**src/rtl/csp_pkg.sv**
```systemverilog
package csp_pkg;

    // ----------------------------------------------------------------
    // bus geometry
    // ----------------------------------------------------------------
    localparam int ADDR_W = 8;
    localparam int DATA_W = 32;

    // ----------------------------------------------------------------
    // register offsets (byte addresses)
    // ----------------------------------------------------------------
    localparam logic [7:0] SUPPLY_CTRL_OFF = 8'h10;
    localparam logic [7:0] CLOCK_PM_OFF = 8'h20;
    localparam logic [7:0] CARD_CAP_OFF = 8'h30;

    // ----------------------------------------------------------------
    // socket_supply_control fields
    // ----------------------------------------------------------------
    localparam int PROG_LSB = 0;
    localparam int CORE_LSB = 4;
    localparam int STOP_POLICY_BIT = 7;
    localparam int SUPPLY_ONE_BIT = 10;
    localparam int SUPPLY_W = 3;

    // ----------------------------------------------------------------
    // socket_clock_power_management fields
    // ----------------------------------------------------------------
    localparam int THR_SEL_BIT = 0;
    localparam int THR_EN_BIT = 16;
    localparam int MODE_BIT = 24;
    localparam int ACCESS_BIT = 25;

    // ----------------------------------------------------------------
    // card_capability_control fields
    // ----------------------------------------------------------------
    localparam int CAP_W = 4;
    localparam int CAP_LSB = 0;
    localparam int CAP_5V = 0;
    localparam int CAP_3V3 = 1;
    localparam int CAP_XV = 2;
    localparam int CAP_YV = 3;
    localparam int BAD_REQ_BIT = 8;
    localparam int RETEST_BIT = 14;
    localparam int POWER_EN_BIT = 15;

    // ----------------------------------------------------------------
    // supply request codes
    // ----------------------------------------------------------------
    localparam logic [2:0] SUPPLY_OFF = 3'h0;
    localparam logic [2:0] PROG_12V = 3'h1;
    localparam logic [2:0] SUPPLY_5V = 3'h2;
    localparam logic [2:0] SUPPLY_3V3 = 3'h3;
    localparam logic [2:0] SUPPLY_XV = 3'h4;
    localparam logic [2:0] SUPPLY_YV = 3'h5;

    // ----------------------------------------------------------------
    // reset values and timing
    // ----------------------------------------------------------------
    localparam logic [31:0] SUPPLY_CTRL_RST = 32'h0000_0000;
    localparam logic [31:0] CLOCK_PM_RST = 32'h0000_0000;
    localparam logic [3:0] CAP_RST = 4'h0;
    localparam int SLOW_FACTOR = 16;
    // synced caps are not valid until the pin synchroniser has filled
    localparam logic [2:0] INTERROGATE_WAIT = 3'h6;

    typedef enum logic [2:0] {
        CSP_CLK_RUN = 3'b001,
        CSP_CLK_SLOW = 3'b010,
        CSP_CLK_STOP = 3'b100
    } csp_clk_state_t;

endpackage

```
**src/rtl/csp_pin_sync.sv**
```systemverilog
`timescale 1ns/1ns
`default_nettype none

// ----------------------------------------------------------------
// three-stage pin synchroniser, change taken when stages 2 and 3 agree
// ----------------------------------------------------------------
module csp_pin_sync #(
    parameter int WIDTH = 1,
    parameter logic [WIDTH-1:0] INIT = '0
) (
    input wire logic i_clk,
    input wire logic i_rst_n,
    input wire logic i_ce,
    input wire logic [WIDTH-1:0] i_pin,
    output logic [WIDTH-1:0] o_level
);
    logic [WIDTH-1:0] s1_reg;
    logic [WIDTH-1:0] s2_reg;
    logic [WIDTH-1:0] s3_reg;
    logic [WIDTH-1:0] level_next;

    always_comb begin
        level_next = o_level;
        for (int b = 0; b < WIDTH; b++) begin
            if (s2_reg[b] == s3_reg[b]) begin
                level_next[b] = s3_reg[b];
            end
        end
    end

    // stage 1 feeds only stage 2: no logic may look at a metastable node
    always_ff @(posedge i_clk or negedge i_rst_n) begin
        if (!i_rst_n) begin
            s1_reg <= INIT;
            s2_reg <= INIT;
            s3_reg <= INIT;
            o_level <= INIT;
        end else if (i_ce) begin
            s1_reg <= i_pin;
            s2_reg <= s1_reg;
            s3_reg <= s2_reg;
            o_level <= level_next;
        end
    end
endmodule // csp_pin_sync

`default_nettype wire

```
**src/rtl/csp_socket_power.sv**
```systemverilog
// The Wishbone slave port was chosen for this implementation.
`timescale 1ns/1ns
`default_nettype none

module csp_socket_power
#(
    parameter int SLOW_DIV = csp_pkg::SLOW_FACTOR
) (
    input wire logic i_clk,
    input wire logic i_reset_n,
    input wire logic i_ce,
    input wire logic i_wb_cyc,
    input wire logic i_wb_stb,
    input wire logic i_wb_we,
    input wire logic [csp_pkg::ADDR_W-1:0] i_wb_adr,
    input wire logic [3:0] i_wb_sel,
    input wire logic [csp_pkg::DATA_W-1:0] i_wb_dat,
    output logic o_wb_ack,
    output logic [csp_pkg::DATA_W-1:0] o_wb_dat,
    input wire logic i_host_bus_reset_pin_n,
    input wire logic i_wake_enable,
    input wire logic [csp_pkg::CAP_W-1:0] i_card_caps,
    input wire logic i_card_idle,
    input wire logic i_host_clkrun_stopping,
    input wire logic i_card_access,
    output logic [2:0] o_core_supply,
    output logic [2:0] o_program_supply,
    output logic o_card_clock_enable,
    output logic o_card_clock_stopped,
    output logic o_card_clock_slowed
);
    import csp_pkg::*;

    // ----------------------------------------------------------------
    // reset release and pin synchronisers
    // ----------------------------------------------------------------
    logic rst_meta_reg;
    logic rst_n_reg;

    always_ff @(posedge i_clk or negedge i_reset_n) begin
        if (!i_reset_n) begin
            rst_meta_reg <= 1'b0;
            rst_n_reg <= 1'b0;
        end else begin
            rst_meta_reg <= 1'b1;
            rst_n_reg <= rst_meta_reg;
        end
    end

    localparam int PIN_W = CAP_W + 5;
    logic [PIN_W-1:0] pins_sync;
    logic host_reset_n_s;
    logic wake_s;
    logic idle_s;
    logic host_stop_s;
    logic access_s;
    logic [CAP_W-1:0] caps_s;

    csp_pin_sync #(
        .WIDTH(PIN_W),
        .INIT({{(PIN_W-1){1'b0}}, 1'b1})
    ) u_pins (
        .i_clk(i_clk),
        .i_rst_n(rst_n_reg),
        .i_ce(i_ce),
        .i_pin({i_card_caps, i_card_access, i_host_clkrun_stopping, i_card_idle, i_wake_enable,
                i_host_bus_reset_pin_n}),
        .o_level(pins_sync)
    );

    assign host_reset_n_s = pins_sync[0];
    assign wake_s = pins_sync[1];
    assign idle_s = pins_sync[2];
    assign host_stop_s = pins_sync[3];
    assign access_s = pins_sync[4];
    assign caps_s = pins_sync[PIN_W-1:5];

    // ----------------------------------------------------------------
    // supply acceptability check
    // ----------------------------------------------------------------
    // reserved codes are never passed on: they map to off
    function automatic logic [2:0] gate_supply(input logic [2:0] req, input logic [CAP_W-1:0] cap,
                                               input logic prog, input logic core_on);
        logic ok;
        case (req)
            PROG_12V: ok = prog && core_on;
            SUPPLY_5V: ok = cap[CAP_5V];
            SUPPLY_3V3: ok = cap[CAP_3V3];
            SUPPLY_XV: ok = cap[CAP_XV];
            SUPPLY_YV: ok = cap[CAP_YV];
            default: ok = 1'b0;
        endcase
        return ok ? req : SUPPLY_OFF;
    endfunction

    // ----------------------------------------------------------------
    // register state
    // ----------------------------------------------------------------
    logic policy_reg, policy_next;
    logic [2:0] core_req_reg, core_req_next;
    logic [2:0] prog_req_reg, prog_req_next;
    logic thr_en_reg, thr_en_next;
    logic thr_sel_reg, thr_sel_next;
    logic access_seen_reg, access_seen_next;
    logic [CAP_W-1:0] cap_reg, cap_next;
    logic power_en_reg, power_en_next;
    logic [2:0] interrogate_reg, interrogate_next;
    logic bad_req_reg, bad_req_next;
    logic ack_next;
    logic [DATA_W-1:0] rdata_next;
    logic [2:0] core_out_next;
    logic [2:0] prog_out_next;
    csp_clk_state_t clk_state_reg, clk_state_next;
    logic [3:0] slow_cnt_reg, slow_cnt_next;
    logic clk_en_next;
    logic access;
    logic wr_en;
    logic rd_en;
    logic attempt;

    assign access = i_wb_cyc && i_wb_stb && !o_wb_ack;
    assign wr_en = access && i_wb_we;
    assign rd_en = access && !i_wb_we;

    always_comb begin
        policy_next = policy_reg;
        core_req_next = core_req_reg;
        prog_req_next = prog_req_reg;
        thr_en_next = thr_en_reg;
        thr_sel_next = thr_sel_reg;
        access_seen_next = access_seen_reg;
        cap_next = cap_reg;
        power_en_next = power_en_reg;
        interrogate_next = interrogate_reg;
        bad_req_next = bad_req_reg;
        ack_next = access;
        rdata_next = '0;

        // ----------------------------------------------------------------
        // read mux
        // ----------------------------------------------------------------
        case (i_wb_adr)
            SUPPLY_CTRL_OFF: begin
                rdata_next[SUPPLY_ONE_BIT] = 1'b1;
                rdata_next[STOP_POLICY_BIT] = policy_reg;
                rdata_next[CORE_LSB +: SUPPLY_W] = core_req_reg;
                rdata_next[PROG_LSB +: SUPPLY_W] = prog_req_reg;
            end
            CLOCK_PM_OFF: begin
                rdata_next[ACCESS_BIT] = access_seen_reg;
                rdata_next[MODE_BIT] = o_card_clock_stopped || o_card_clock_slowed;
                rdata_next[THR_EN_BIT] = thr_en_reg;
                rdata_next[THR_SEL_BIT] = thr_sel_reg;
            end
            CARD_CAP_OFF: begin
                rdata_next[CAP_LSB +: CAP_W] = cap_reg;
                rdata_next[BAD_REQ_BIT] = bad_req_reg;
                rdata_next[POWER_EN_BIT] = power_en_reg;
            end
            default: rdata_next = '0;
        endcase
        if (!rd_en) begin
            rdata_next = '0;
        end

        // ----------------------------------------------------------------
        // writes; unlisted bits have no storage and so ignore writes
        // ----------------------------------------------------------------
        if (wr_en && i_wb_adr == SUPPLY_CTRL_OFF && i_wb_sel[0]) begin
            policy_next = i_wb_dat[STOP_POLICY_BIT];
            core_req_next = i_wb_dat[CORE_LSB +: SUPPLY_W];
            prog_req_next = i_wb_dat[PROG_LSB +: SUPPLY_W];
        end
        if (wr_en && i_wb_adr == CLOCK_PM_OFF) begin
            if (i_wb_sel[2]) begin
                thr_en_next = i_wb_dat[THR_EN_BIT];
            end
            if (i_wb_sel[0]) begin
                thr_sel_next = i_wb_dat[THR_SEL_BIT];
            end
        end
        if (wr_en && i_wb_adr == CARD_CAP_OFF) begin
            if (i_wb_sel[0]) begin
                cap_next = i_wb_dat[CAP_LSB +: CAP_W];
                if (i_wb_dat[CAP_LSB +: CAP_W] != '0) begin
                    power_en_next = 1'b0;
                end
            end
            if (i_wb_sel[1] && i_wb_dat[BAD_REQ_BIT]) begin
                bad_req_next = 1'b0;
            end
            if (i_wb_sel[1] && i_wb_dat[RETEST_BIT]) begin
                interrogate_next = 3'h1;
            end
        end

        // wait out the pin synchroniser before capturing the card's capabilities
        if (interrogate_reg != 3'h0) begin
            interrogate_next = interrogate_reg - 3'h1;
        end
        if (interrogate_reg == 3'h1) begin
            cap_next = caps_s;
            power_en_next = 1'b1;
        end

        // read side effect first, so a simultaneous access keeps the bit
        if (rd_en && i_wb_adr == CLOCK_PM_OFF) begin
            access_seen_next = 1'b0;
        end
        if (access_s) begin
            access_seen_next = 1'b1;
        end

        // a request the card refuses is flagged; set wins over clear
        if (power_en_reg && ((core_req_reg != SUPPLY_OFF && core_out_next == SUPPLY_OFF) ||
                             (prog_req_reg != SUPPLY_OFF && prog_out_next == SUPPLY_OFF))) begin
            bad_req_next = 1'b1;
        end

        // bus reset: wake context survives it only while wake is enabled
        if (!host_reset_n_s) begin
            policy_next = 1'b0;
            thr_en_next = 1'b0;
            thr_sel_next = 1'b0;
            if (!wake_s) begin
                core_req_next = SUPPLY_OFF;
                prog_req_next = SUPPLY_OFF;
            end
        end
    end

    // ----------------------------------------------------------------
    // supply outputs
    // ----------------------------------------------------------------
    always_comb begin
        core_out_next = SUPPLY_OFF;
        prog_out_next = SUPPLY_OFF;
        if (power_en_reg) begin
            core_out_next = gate_supply(core_req_reg, cap_reg, 1'b0, 1'b0);
            prog_out_next = gate_supply(prog_req_reg, cap_reg, 1'b1,
                                        core_out_next != SUPPLY_OFF);
        end
    end

    // ----------------------------------------------------------------
    // card clock-run state machine
    // ----------------------------------------------------------------
    // policy 0 waits for the host side to be stopping too
    assign attempt = thr_en_reg && idle_s && (policy_reg || host_stop_s);

    always_comb begin
        clk_state_next = clk_state_reg;
        slow_cnt_next = slow_cnt_reg;
        unique case (clk_state_reg)
            CSP_CLK_RUN: begin
                if (attempt) begin
                    clk_state_next = thr_sel_reg ? CSP_CLK_SLOW : CSP_CLK_STOP;
                    slow_cnt_next = '0;
                end
            end
            CSP_CLK_SLOW: begin
                slow_cnt_next = (slow_cnt_reg == 4'(SLOW_DIV - 1)) ? 4'h0 : slow_cnt_reg + 4'h1;
                if (!attempt || !thr_sel_reg) begin
                    clk_state_next = CSP_CLK_RUN;
                end
            end
            CSP_CLK_STOP: begin
                if (!attempt || thr_sel_reg) begin
                    clk_state_next = CSP_CLK_RUN;
                end
            end
        endcase
        // one card clock pulse in SLOW_DIV (sixteen by default) while slowed
        clk_en_next = (clk_state_next == CSP_CLK_RUN) ||
                      (clk_state_next == CSP_CLK_SLOW && slow_cnt_next == 4'h0);
    end

    // ----------------------------------------------------------------
    // registers
    // ----------------------------------------------------------------
    always_ff @(posedge i_clk or negedge rst_n_reg) begin
        if (!rst_n_reg) begin
            policy_reg <= SUPPLY_CTRL_RST[STOP_POLICY_BIT];
            core_req_reg <= SUPPLY_CTRL_RST[CORE_LSB +: SUPPLY_W];
            prog_req_reg <= SUPPLY_CTRL_RST[PROG_LSB +: SUPPLY_W];
            thr_en_reg <= CLOCK_PM_RST[THR_EN_BIT];
            thr_sel_reg <= CLOCK_PM_RST[THR_SEL_BIT];
            access_seen_reg <= CLOCK_PM_RST[ACCESS_BIT];
            cap_reg <= CAP_RST;
            power_en_reg <= 1'b0;
            interrogate_reg <= INTERROGATE_WAIT;
            bad_req_reg <= 1'b0;
            o_wb_ack <= 1'b0;
            o_wb_dat <= '0;
            o_core_supply <= SUPPLY_OFF;
            o_program_supply <= SUPPLY_OFF;
            clk_state_reg <= CSP_CLK_RUN;
            slow_cnt_reg <= 4'h0;
            o_card_clock_enable <= 1'b1;
            o_card_clock_stopped <= 1'b0;
            o_card_clock_slowed <= 1'b0;
        end else if (i_ce) begin
            policy_reg <= policy_next;
            core_req_reg <= core_req_next;
            prog_req_reg <= prog_req_next;
            thr_en_reg <= thr_en_next;
            thr_sel_reg <= thr_sel_next;
            access_seen_reg <= access_seen_next;
            cap_reg <= cap_next;
            power_en_reg <= power_en_next;
            interrogate_reg <= interrogate_next;
            bad_req_reg <= bad_req_next;
            o_wb_ack <= ack_next;
            o_wb_dat <= rdata_next;
            o_core_supply <= core_out_next;
            o_program_supply <= prog_out_next;
            clk_state_reg <= clk_state_next;
            slow_cnt_reg <= slow_cnt_next;
            o_card_clock_enable <= clk_en_next;
            o_card_clock_stopped <= (clk_state_next == CSP_CLK_STOP);
            o_card_clock_slowed <= (clk_state_next == CSP_CLK_SLOW);
        end
    end
endmodule // csp_socket_power

`default_nettype wire

```
**config.mk**
```make
export PLATFORM = sky130hd
export DESIGN_NAME = csp_socket_power
export DESIGN_NICKNAME = d
export VERILOG_FILES = /design/src/rtl/csp_pkg.sv /design/src/rtl/csp_pin_sync.sv /design/src/rtl/csp_socket_power.sv
export SDC_FILE = /design/constraint.sdc
export NUM_CORES = 1
export LEC_CHECK = 0
export ABC_AREA = 1
export ABC_CLOCK_PERIOD_IN_PS = 3250
export BUFFER_PORTS_ARGS = -buffer_cell sky130_fd_sc_hd__buf_2
export CORE_MARGIN = 4
export CORE_UTILIZATION = 45
export CTS_CLUSTER_DIAMETER = 30
export DETAILED_ROUTE_END_ITERATION = 16
export HOLD_SLACK_MARGIN = 0.02
export PLACE_DENSITY = 0.69
export SLEW_MARGIN = 15
export SYNTH_ARGS = -nofsm -noshare
export SYNTH_HDL_FRONTEND = slang
export SYNTH_SLANG_ARGS = --single-unit
```
**constraint.sdc**
```tcl
create_clock -name i_clk -period 3.25 [get_ports i_clk]
set_clock_uncertainty 0.05 [all_clocks]
set_input_delay 0.1625 -clock i_clk [delete_from_list [all_inputs] [get_ports i_clk]]
set_output_delay 0.1625 -clock i_clk [all_outputs]
set_load 0.01 [all_outputs]
```
==> flow_metrics.py <==
metrics = {
    "grt": {
        "antenna_found_initial": 0,
        "grt_pass1_vias": 3219,
        "grt_max_degree": 87,
        "track_usage_pct": 16.4,
        "overflow": 0,
        "grt_pass1_wl_um": 15000,
    },
    "floorplan": {
        "num_io_pins": 101,
        "die-area_mm2": 0.0109,
        "core_mm2": 0.00889,
        "start_util_pct": 47.1,
        "die_w_um": 104,
        "die_height_um": 104,
        "rows": 34,
    },
    "layout": {
        "multiInputGateArea_mm2": 0.00159,
        "largest_register_ffs": 14,
        "num-fill-cells": 828,
        "layout.cells.non_filler": 694,
        "area_delta_synth_final_pct": 16.1,
        "final_common_cell": "nand2_1",
        "regArea_mm2": 0.00222,
        "max_flop_register": "o_wb_dat",
        "antennaDiodeCount": 0,
        "final_nets": 643,
        "final_cell_mix": "nand2_1, dfrtp_1, o21ai_0, inv_1, buf_2",
        "drive_above_1_share_pct": 16.7,
        "stdcell_area_mm2": 0.00486,
    },
    "cts": {
        "clkSinkCount": 88,
        "h-tree-depth": 3,
        "postCtsSetupBuffers": 0,
        "clk_pin_slew_ns": 0.09,
        "cts_resized": 0,
        "clk_path_buf_depth": 2,
        "insertion_delay_ns": 0.35,
        "root_buffer": "clkbuf_8",
        "cts_tree": "done",
        "numCtsBuffers": 9,
    },
    "place": {
        "place_area_mm2": 0.00451,
        "place.gp.congestion": 0.907,
        "io_buffers": 60,
        "dpl.cell_count": 663,
        "hpwl_um": 6080,
    },
    "sta": {
        "hold_ws_ns": 0.0469,
        "max_freq_mhz": 608,
        "slew_viol_final": 0,
        "min_period_over_period_pct": 50.6,
        "setup_viol": 0,
        "fin_crit_ns": 1.64,
        "hold_viol_final": 0,
        "rsz0062_at_grt": "false",
        "setup_tns_ns": 0,
    },
    "logic_synthesis": {
        "syn-cell-area_mm2": 0.00419,
        "synth.area.mux_share_pct": 0,
        "synth-simple-area-share_pct": 22.8,
        "synth_top_family_by_area": "simple AND/OR/NAND/NOR gates",
        "synth_flop_cell": "dfrtp_1",
        "synth_compound_gate_area_share_pct": 12.7,
        "postSynthAreaPerCell_um2": 8.25,
        "yosys_warnings": 0,
        "synth-xor-area-share_pct": 0,
        "ys_async_sr_fraction_pct": 100,
        "synth_edf_count": 0,
        "synthCells": 508,
        "synth_cell_types": 39,
        "ys_seq_area_share_pct": 52.8,
        "synth_seq_cells": 88,
        "synthAdderAreaFrac_pct": 0.896,
    },
    "route": {
        "first_iter_violations": 94,
        "route.met3.wl_um": 394,
        "vias": 3396,
        "wl_per_cell_um": 12.4,
        "routed_via_density": 4.89,
        "drtAntennaViolNets": 0,
        "route.met2.wl_um": 4010,
        "firstDrtPassIters": 4,
        "top_layer_used": "met4",
        "wl_met1_um": 4010,
        "drc_errors": 0,
        "routed_wirelength_um": 8570,
    },
    "critical_path": {
        "crit_arrival_ns": 1.87,
        "crit_path_start_kind": "flop",
        "worstPathRequired_ns": 3.48,
        "end_kind": "flop",
        "worstSetupPathType": "flop to flop",
        "crit_fanout": 4,
    },
    "power": {
        "p_per_area_mw_per_mm2": 566,
        "peakVddDrop_mv": 0.272,
        "p_leak_nw": 2.57,
    },
    "worst_hold_path": {
        "hp-class": "primary input to flop",
    },
    "status": {
        "outcome": "finished clean",
    },
    "flow_run": {
        "cap_violations": 0,
    },
}
==> worst paths after layout <==
kind                                       from                               to  slack (ns)  cells past startpoint
max in group asynchronous   rst_n_reg$_DFF_PN0_  o_card_clock_enable$_DFFE_PN1P_        2.26                      1
hold / removal                      i_wb_dat[0]          thr_sel_reg$_DFFE_PN0P_        0.05                      3
setup reg to reg           o_wb_ack$_DFFE_PN0P_   interrogate_reg[1]$_DFFE_PN1P_        1.61                      8
setup / recovery           o_wb_ack$_DFFE_PN0P_   interrogate_reg[1]$_DFFE_PN1P_        1.61                      8
min in group asynchronous             i_reset_n              rst_n_reg$_DFF_PN0_        0.06                      2
hold reg to reg             rst_n_reg$_DFF_PN0_     o_core_supply[0]$_DFFE_PN0P_        0.24                      0
==> worst max-delay path, cell delays in order, from the launching register on <==
cell	delay, ns
dfrtp_1	0.40
inv_1	0.06
nand3_1	0.14
nor2_1	0.25
nand3_1	0.17
o22ai_1	0.28
nand2_1	0.11
nand2_1	0.07
nand2_1	0.05
==> layout make-up <==
class,instances,area share (%)
clock inverters,5,1.18
clock buffers,11,2.70
flip-flops and latches,88,45.6
multi-input cells,339,32.8
inverters,66,5.09
well taps,108,2.78
repair buffers,77,9.93
==> cells in the mapped netlist, drive strengths merged (5+ instances only) <==
master,instances,area [um^2]
nand2,133,502
dfrtp,80,2000
o21ai,69,345
inv,66,248
nor2,43,179
nand3,32,170
buf,23,168
a21oi,10,53.8
clkbuf,9,33.8
dfstp,8,210
nor3,5,36.3
o211ai,5,37.5
==> metal layers <==
metal | track usage, % | vias to the layer above
met1 | 21.9 | 1575
met4 | 5.13 | 0
met2 | 26.6 | 81
met5 | 0 | -
li1 | - | 1726
met3 | 3.91 | 14
==> through the flow <==
stage	utilization [%]	setup slack, ns	total power [mW]
5_1_grt	54.7	1.37	2.96
4_1_cts	54.4	1.60	2.77
3_3_place_gp	50.7	1.41	1.98
3_5_place_dp	50.7	1.35	2.02
2_1_floorplan	-	0.581	1.86
6_report	54.7	1.61	2.75
==> cells by family after synthesis <==
group	Yosys count
AO/OA/AOI/OAI	96
other	2
buffers and inverters	98
adder cells (fa/ha/maj)	3
flip-flops	88
AND/OR/NAND/NOR	221
==> power breakdown <==
part           total (mW)  switching, mW  leakage (nW)  internal [mW]
registers            1.39          0.127          1.12           1.27
logic               0.628          0.401          1.36          0.227
clock network       0.733          0.378        0.0856          0.355
==> what timing repair did <==
item                                   CTS  global route
endpoints found under the hold margin   15             0
hold buffers                            14             0
setup endpoints to repair                0             0
Note: power is estimated with default switching activity, not from simulation.
